<file path="src/smpg_consts.svh">
// Constants for the sleep and power-gating controller
`ifndef SMPG_CONSTS_SVH
`define SMPG_CONSTS_SVH
`define SMPG_MODE_IDLE 2'h0
`define SMPG_MODE_ADCNR 2'h1
`define SMPG_MODE_PDOWN 2'h2
`define SMPG_MODE_STBY 2'h3
`define SMPG_HALT_CYCLES 4
`define SMPG_STBY_WAKE_CYCLES 6
`define SMPG_OSC_START_DEFAULT 16
`define SMPG_GATE_RESET 8'h00
`define SMPG_GATE_MASK 8'h7f
`define SMPG_GATE_ADC 0
`define SMPG_GATE_UART0 1
`define SMPG_GATE_UART1 2
`define SMPG_GATE_USP 3
`define SMPG_GATE_TIM0 4
`define SMPG_GATE_TIM1 5
`define SMPG_GATE_TWS 6
`endif

</file>
<file path="src/smpg_pkg.sv">
// Types for the sleep and power-gating controller
package smpg_pkg;
    typedef enum logic [2:0] {ST_ACTIVE, ST_SLEEP, ST_START, ST_HALT} smpg_state_t;
    typedef struct packed {
        logic ext0_level;
        logic ext0_edge;
        logic pin_change;
        logic watchdog;
        logic timer_ovf;
        logic comparator;
        logic adc_done;
        logic store_ready;
        logic usp_start;
        logic usp_other;
        logic uart_frame;
        logic uart_other;
        logic tws_addr;
        logic tws_other;
        logic other_io;
    } smpg_wake_t;
    typedef struct packed {
        logic cpu;
        logic flash;
        logic io;
        logic adc;
        logic osc;
    } smpg_clk_t;
endpackage : smpg_pkg

</file>
<file path="src/smpg_ctrl.sv">
// Sleep mode sequencer and peripheral clock gating
// Function
// - Sleep only if arm bit set at instruction
// - Mode field selects Idle, ADCNR, Powerdown, Standby
// - Halt four cycles after startup on wake
// - Register file and SRAM kept through sleep
// - Reset during sleep wakes to reset vector
// - Idle stops only CPU and flash clocks
// - Idle wakes on any enabled interrupt
// - Comparator off in Idle when disabled
// - Idle or ADCNR entry starts ADC conversion
// - ADCNR stops IO, CPU and flash clocks
// - ADCNR wake sources as listed
// - Powerdown stops all clocks, asynchronous wakes remain
// - Powerdown stops oscillator, limited wake sources
// - Deeper modes narrow some wake sources
// - Standby like Powerdown, wake in six cycles
// - Gated peripheral frozen, registers inaccessible
// - Ungating resumes peripheral exactly as before
// - Gate bits matter in Active and Idle
// - Gate register layout, reset zero, bit7 zero
`timescale 1ns/1ps
`include "smpg_consts.svh"
module smpg_ctrl #(
    parameter int OSC_START_CYCLES = `SMPG_OSC_START_DEFAULT
) (
    input wire logic CLK,
    input wire logic SYS_RST,
    input wire logic SLEEP_EXEC,
    input wire logic SLEEP_ARM_BIT,
    input wire logic [1:0] SLEEP_MODE_SELECT,
    input wire logic COMPARATOR_DISABLE_BIT,
    input wire logic ADC_ENABLED,
    input wire logic [7:0] GATE_WR_DATA,
    input wire logic GATE_WR,
    input wire smpg_pkg::smpg_wake_t WAKE_REQ,
    output logic CPU_HALT,
    output logic WAKE_IRQ_PULSE,
    output logic SLEEPING,
    output logic ADC_START,
    output smpg_pkg::smpg_clk_t CLK_EN,
    output logic [7:0] PERIPH_CLK_EN,
    output logic [7:0] PERIPHERAL_CLOCK_GATE_REG,
    output logic COMPARATOR_POWER
);
    localparam int HALT_CYCLES = `SMPG_HALT_CYCLES;
    localparam int STBY_CYCLES = `SMPG_STBY_WAKE_CYCLES;
    localparam int START_CYCLES = OSC_START_CYCLES < 1 ? 1 : OSC_START_CYCLES;

    smpg_pkg::smpg_state_t state_r, state_nxt;
    logic [1:0] mode_r, mode_nxt;
    logic [15:0] cnt_r, cnt_nxt;
    logic [7:0] gate_r;
    smpg_pkg::smpg_wake_t wake_s1_r, wake_s2_r;
    logic halt_r, pulse_r, sleeping_r, adc_start_r, comp_pwr_r;
    smpg_pkg::smpg_clk_t clk_en_r, clk_en_nxt;
    logic [7:0] pclk_r;

    // Mode dependent wake qualification
    function automatic logic wake_ok(input logic [1:0] m, input smpg_pkg::smpg_wake_t w,
                                     input logic comp_off);
        logic deep;
        deep = (m != `SMPG_MODE_IDLE);
        if (!deep) begin
            wake_ok = w.ext0_level | w.ext0_edge | w.pin_change | w.watchdog | w.timer_ovf
                | (w.comparator & ~comp_off) | w.adc_done | w.store_ready | w.usp_start
                | w.usp_other | w.uart_frame | w.uart_other | w.tws_addr | w.tws_other
                | w.other_io;
        end else begin
            wake_ok = w.ext0_level | w.pin_change | w.watchdog | w.usp_start | w.uart_frame
                | w.tws_addr;
            if (m == `SMPG_MODE_ADCNR) begin
                wake_ok = wake_ok | w.adc_done | w.store_ready;
            end
        end
    endfunction : wake_ok

    // Clock enables per state and mode
    function automatic smpg_pkg::smpg_clk_t clocks_for(input logic asleep, input logic [1:0] m);
        smpg_pkg::smpg_clk_t c;
        c = '{cpu: 1'b1, flash: 1'b1, io: 1'b1, adc: 1'b1, osc: 1'b1};
        if (asleep) begin
            c.cpu = 1'b0;
            c.flash = 1'b0;
            c.io = (m == `SMPG_MODE_IDLE);
            c.adc = (m == `SMPG_MODE_IDLE) || (m == `SMPG_MODE_ADCNR);
            c.osc = (m != `SMPG_MODE_PDOWN);
        end
        clocks_for = c;
    endfunction : clocks_for

    wire logic enter = SLEEP_EXEC && SLEEP_ARM_BIT;
    wire logic wake_hit = wake_ok(mode_r, wake_s2_r, COMPARATOR_DISABLE_BIT);
    wire logic [15:0] start_len = (mode_r == `SMPG_MODE_STBY) ?
        16'(STBY_CYCLES - HALT_CYCLES - 1) : 16'(START_CYCLES);
    wire logic asleep_nxt = (state_nxt == smpg_pkg::ST_SLEEP) || (state_nxt == smpg_pkg::ST_START);
    // Gates apply in Active and Idle; deeper modes already stop these clocks
    wire logic periph_run = !asleep_nxt || (mode_nxt == `SMPG_MODE_IDLE);

    always_comb begin
        state_nxt = state_r;
        mode_nxt = mode_r;
        cnt_nxt = cnt_r;
        case (state_r)
            smpg_pkg::ST_ACTIVE: begin
                if (enter) begin
                    state_nxt = smpg_pkg::ST_SLEEP;
                    mode_nxt = SLEEP_MODE_SELECT;
                end
            end
            smpg_pkg::ST_SLEEP: begin
                if (wake_hit) begin
                    state_nxt = smpg_pkg::ST_START;
                    cnt_nxt = start_len;
                end
            end
            smpg_pkg::ST_START: begin
                if (cnt_r <= 16'h0001) begin
                    state_nxt = smpg_pkg::ST_HALT;
                    cnt_nxt = 16'(HALT_CYCLES);
                end else begin
                    cnt_nxt = cnt_r - 16'h0001;
                end
            end
            smpg_pkg::ST_HALT: begin
                if (cnt_r <= 16'h0001) begin
                    state_nxt = smpg_pkg::ST_ACTIVE;
                end else begin
                    cnt_nxt = cnt_r - 16'h0001;
                end
            end
            default: state_nxt = smpg_pkg::ST_ACTIVE;
        endcase
        clk_en_nxt = clocks_for(asleep_nxt, mode_nxt);
    end

    // Async reset wakes straight to reset vector; no state restored
    always_ff @(posedge CLK or posedge SYS_RST) begin
        if (SYS_RST) begin
            state_r <= smpg_pkg::ST_ACTIVE;
            mode_r <= `SMPG_MODE_IDLE;
            cnt_r <= 16'h0000;
            wake_s1_r <= '0;
            wake_s2_r <= '0;
        end else begin
            state_r <= state_nxt;
            mode_r <= mode_nxt;
            cnt_r <= cnt_nxt;
            wake_s1_r <= WAKE_REQ;
            wake_s2_r <= wake_s1_r;
        end
    end

    always_ff @(posedge CLK or posedge SYS_RST) begin
        if (SYS_RST) begin
            gate_r <= `SMPG_GATE_RESET;
        end else if (GATE_WR) begin
            gate_r <= GATE_WR_DATA & `SMPG_GATE_MASK;
        end
    end

    // Only clocks and comparator power are withheld; peripheral and memory state never reset here
    always_ff @(posedge CLK or posedge SYS_RST) begin
        if (SYS_RST) begin
            halt_r <= 1'b0;
            pulse_r <= 1'b0;
            sleeping_r <= 1'b0;
            adc_start_r <= 1'b0;
            comp_pwr_r <= 1'b1;
            clk_en_r <= '{cpu: 1'b1, flash: 1'b1, io: 1'b1, adc: 1'b1, osc: 1'b1};
            pclk_r <= `SMPG_GATE_MASK;
        end else begin
            halt_r <= (state_nxt != smpg_pkg::ST_ACTIVE);
            pulse_r <= (state_r == smpg_pkg::ST_HALT) && (state_nxt == smpg_pkg::ST_ACTIVE);
            sleeping_r <= asleep_nxt;
            adc_start_r <= enter && ADC_ENABLED && (state_r == smpg_pkg::ST_ACTIVE)
                && (SLEEP_MODE_SELECT == `SMPG_MODE_IDLE
                    || SLEEP_MODE_SELECT == `SMPG_MODE_ADCNR);
            comp_pwr_r <= !(asleep_nxt && COMPARATOR_DISABLE_BIT);
            clk_en_r <= clk_en_nxt;
            pclk_r <= periph_run ? (~gate_r & `SMPG_GATE_MASK) : 8'h00;
        end
    end

    assign CPU_HALT = halt_r;
    assign WAKE_IRQ_PULSE = pulse_r;
    assign SLEEPING = sleeping_r;
    assign ADC_START = adc_start_r;
    assign CLK_EN = clk_en_r;
    assign PERIPH_CLK_EN = pclk_r;
    assign PERIPHERAL_CLOCK_GATE_REG = gate_r;
    assign COMPARATOR_POWER = comp_pwr_r;
endmodule : smpg_ctrl

</file>
<file path="config.mk">
export PLATFORM = sky130hd
export DESIGN_NAME = smpg_ctrl
export DESIGN_NICKNAME = d
export VERILOG_FILES = /design/src/smpg_pkg.sv /design/src/smpg_ctrl.sv
export VERILOG_INCLUDE_DIRS = /design/src
export SDC_FILE = /design/constraint.sdc
export NUM_CORES = 1
export LEC_CHECK = 0
export ABC_CLOCK_PERIOD_IN_PS = 3400
export BUFFER_PORTS_ARGS = -buffer_cell sky130_fd_sc_hd__buf_2
export CORE_MARGIN = 4
export CORE_UTILIZATION = 37
export DETAILED_ROUTE_END_ITERATION = 8
export GPL_TIMING_DRIVEN = 0
export PLACE_DENSITY_LB_ADDON = 0.12
export SLEW_MARGIN = 20
export SYNTH_ARGS = -nofsm -noshare
export SYNTH_HDL_FRONTEND = slang
export SYNTH_SLANG_ARGS = --single-unit
</file>
<file path="constraint.sdc">
create_clock -name CLK -period 3.4 [get_ports CLK]
set_input_delay 0.17 -clock CLK [delete_from_list [all_inputs] [get_ports CLK]]
set_output_delay 0.17 -clock CLK [all_outputs]
set_load 0.005 [all_outputs]
</file>
==> flow_metrics.tcl <==
set metrics [dict create \
    status "finished, final reports clean" \
    path_class "register to register" \
    finalMaxSlewViolations 0 \
    cts_max_level 3 \
    final-hold-violation-count 0 \
    drcViolationCount 0 \
    synth_edf_count 0 \
    path_common_cell "nor2_1" \
    postLayoutCoreUtil 0.4847 \
    die_h_um 96.60 \
    fin_setup_tns_ns 0 \
    place_congestion 0.8380 \
    crit_slowest_cell "a221oi_2" \
    cts_num_sinks 74 \
    firstDrtPassIters 4 \
    cp.required_ns 3.65 \
    cts_resized 0 \
    cts_tree "built" \
    crit_fanout 10 \
    die_x_um 96.60 \
    p_per_area_mw_per_mm2 717.7 \
    cp_num_cells 8 \
    synth_cell_types 48 \
    final_common_cell "dfrtp_1" \
    clockRootBuffer "clkbuf_8" \
    slew_headroom 0.4674 \
    dp_hpwl_mm 4.167 \
    sw_frac_of_total 0.3657 \
    worstPathCellList "inv_1 > ha_1 > nor2_1 > nand4b_1 > buf_2 > o211ai_1 > a221oi_2 > nor2_1" \
    ys_ff_latch 74 \
    rsz0062_at_grt "false" \
    cts_made_buffers 9 \
    initial_core_util 0.3778 \
    crit_buf_inv 2 \
    r2r_cells 8 \
    nets 354 \
    clockPowerShare 0.276 \
    dieArea_sq_mm 0.009331 \
    first_iter_violations 102 \
    cts_setup_buffers 0 \
    layout_common_cells "dfrtp_1 (62), buf_2 (58), nor2_1 (21), dlygate4sd3_1 (18), nand2_1 (13)" \
    portBuffers 53 \
    hold_path.class "input pin to register" \
    p_leak_nw 1.739 \
    whs_ns 0.04427 \
    setup.worst_path.start "cnt_r[0]" \
    ys_async_sr_fraction 1.000 \
    yosys_warnings 0 \
    clk_latency_ns 0.35 \
    drive_above_1_share 0.3323 \
    wl_mm 6.251 \
    arrival_ns 2.79 \
    p_int_mw 1.696 \
    peakVddDrop_mv 0.3056 \
    placed_cell_area_sq_mm 0.003327 \
    ys.flop_type "dfrtp_1" \
    synthCells 235 \
    grt_first_pass_wirelength_mm 10.62 \
    p_comb_frac 0.292 \
    drv_cap 0 \
    endpoint_kind "register" \
    synth_area_per_cell_sq_um 12.36 \
    start_kind "register" \
    switching_power_uw 978.0 \
    min_period_ns 2.540 \
    critical_path.endpoint "PERIPH_CLK_EN[3]" \
    critPathTopFamily "compound AO/OA/AOI/OAI gates" \
    min-delay-start "GATE_WR_DATA[3]" \
    worstMarginPinSlew_ns 0.7916 \
    area_growth_pct 28.31 \
    grt_overflow 0 \
    r2r_start "cnt_r[0]" \
    seqPwrFrac 0.432 \
    grt_max_degree 39 \
    seq_area_frac_synth 0.6428 \
    final.period_utilization 0.7472 \
    clockBufferDepth 2 \
    antenna_found_initial 0 \
    diodes 0 \
    viasPerCell 4.993 \
    fill_cells 734 \
    core_area_sq_mm 0.007687 \
    vias 2132 \
    clk_pin_slew_ns 0.09 \
    wl_per_cell_um 14.64 \
    grt_use_total 0.1519 \
    antenna_left 0 \
    ios 58 \
    r2r_end "PERIPH_CLK_EN[3]" \
    grt_pass1_vias 2150 \
    fmaxAchievable_mhz 393.6 \
    stdcell_area_sq_mm 0.003726 \
    netlist_area_sq_mm 0.002904 \
    setup_viol 0 \
    placementRows 32 \
    clock_skew_ns 0.01130 \
    crit_path_max_incr_delay_ns 0.70 \
    r2r_setup_slack_ns 0.86 \
]
## area by class of cell
cell class	count	area (sq um)	share of cell area
Sequential cell	74	1867	0.5010
Clock buffer	9	123.9	0.03324
Inverter	11	43.79	0.01175
Timing Repair Buffer	72	465.4	0.1249
Buffer	13	73.82	0.01981
Clock inverter	7	95.09	0.02552
Tap cell	102	127.6	0.03425
Multi-Input combinational cell	139	929.6	0.2495
## logic make-up (layout without fill, tap and decap cells)
kind of cell	count (synthesis)	in the layout	synth area share
multiplexers	10	10	0.04007
AND/OR/NAND/NOR	78	78	0.1392
adder cells (fa/ha/maj)	2	2	0.008616
AO/OA/AOI/OAI	46	46	0.1284
buffers and inverters	24	112	0.03964
flip-flops	74	74	0.6428
other	1	3	0.001291
## worst min-delay path by stage
stage                                         endpoint  slack (ns)  cells after the start
final                     PERIPHERAL_CLOCK_GATE_REG[3]        0.04                      2
after global routing      PERIPHERAL_CLOCK_GATE_REG[4]        0.01                      2
after CTS                 PERIPHERAL_CLOCK_GATE_REG[6]        0.02                      2
after detailed placement                  wake_s1_r[4]        0.22                      2
after global placement                    wake_s1_r[2]        0.28                      1
after floorplan                           wake_s1_r[0]        0.20                      0
## registers in the layout, summed over array words and instances (netlist names), 2 cells and up
signal                     cells
CLK_EN                         4
state_r                        3
cnt_r                         16
wake_s2_r                     15
PERIPH_CLK_EN                  7
PERIPHERAL_CLOCK_GATE_REG      7
wake_s1_r                     15
mode_r                         2
## through the flow
step	total power, mW	setup WS, ns	std cells
detailed placement	1.919	0.8850	393
CTS	2.692	0.8442	427
global placement	1.908	0.4523	392
finish	2.674	0.8595	427
floorplan	1.693	1.339	237
global route	2.841	0.5960	427
## synthesized netlist by cell type (all sizes together), types with 4 or more instances
| cell | number | area share |
|---|---|---|
| a211o | 8 | 0.024 |
| dfstp | 12 | 0.11 |
| nor4 | 10 | 0.024 |
| dfrtp | 62 | 0.53 |
| nor3 | 11 | 0.019 |
| o21ai | 6 | 0.010 |
| nor2 | 21 | 0.027 |
| inv | 11 | 0.014 |
| mux2 | 10 | 0.040 |
| buf | 10 | 0.022 |
| nand3 | 6 | 0.010 |
| o311a | 4 | 0.014 |
| nand2 | 13 | 0.017 |
## layer usage
layer	share of wire	global-route usage
met1	0.46	0.1982
met2	0.45	0.2316
met3	0.070	0.05112
met4	0.016	0.06308
met5	0	0
## worst register-to-register path, stage by stage, from the launching register on
cell and delay [ns]:
dfrtp_1 0.44, inv_1 0.08, ha_1 0.25, nor2_1 0.22
nand4b_1 0.24, buf_2 0.27, o211ai_1 0.16, a221oi_2 0.70
nor2_1 0.10
## power by group through the flow
stage	logic, mW	clock network [mW]	registers (mW)
CTS	0.773	0.767	1.15
finish	0.782	0.738	1.15
global route	0.859	0.803	1.18
detailed placement	0.753	0	1.17
floorplan	0.552	0	1.14
global placement	0.743	0	1.16
## what timing repair did
item                       CTS  global route
hold endpoints to repair    49             0
setup endpoints to repair    0             0
hold buffers                18             0
No activity file was read; power rests on OpenSTA's default activity.
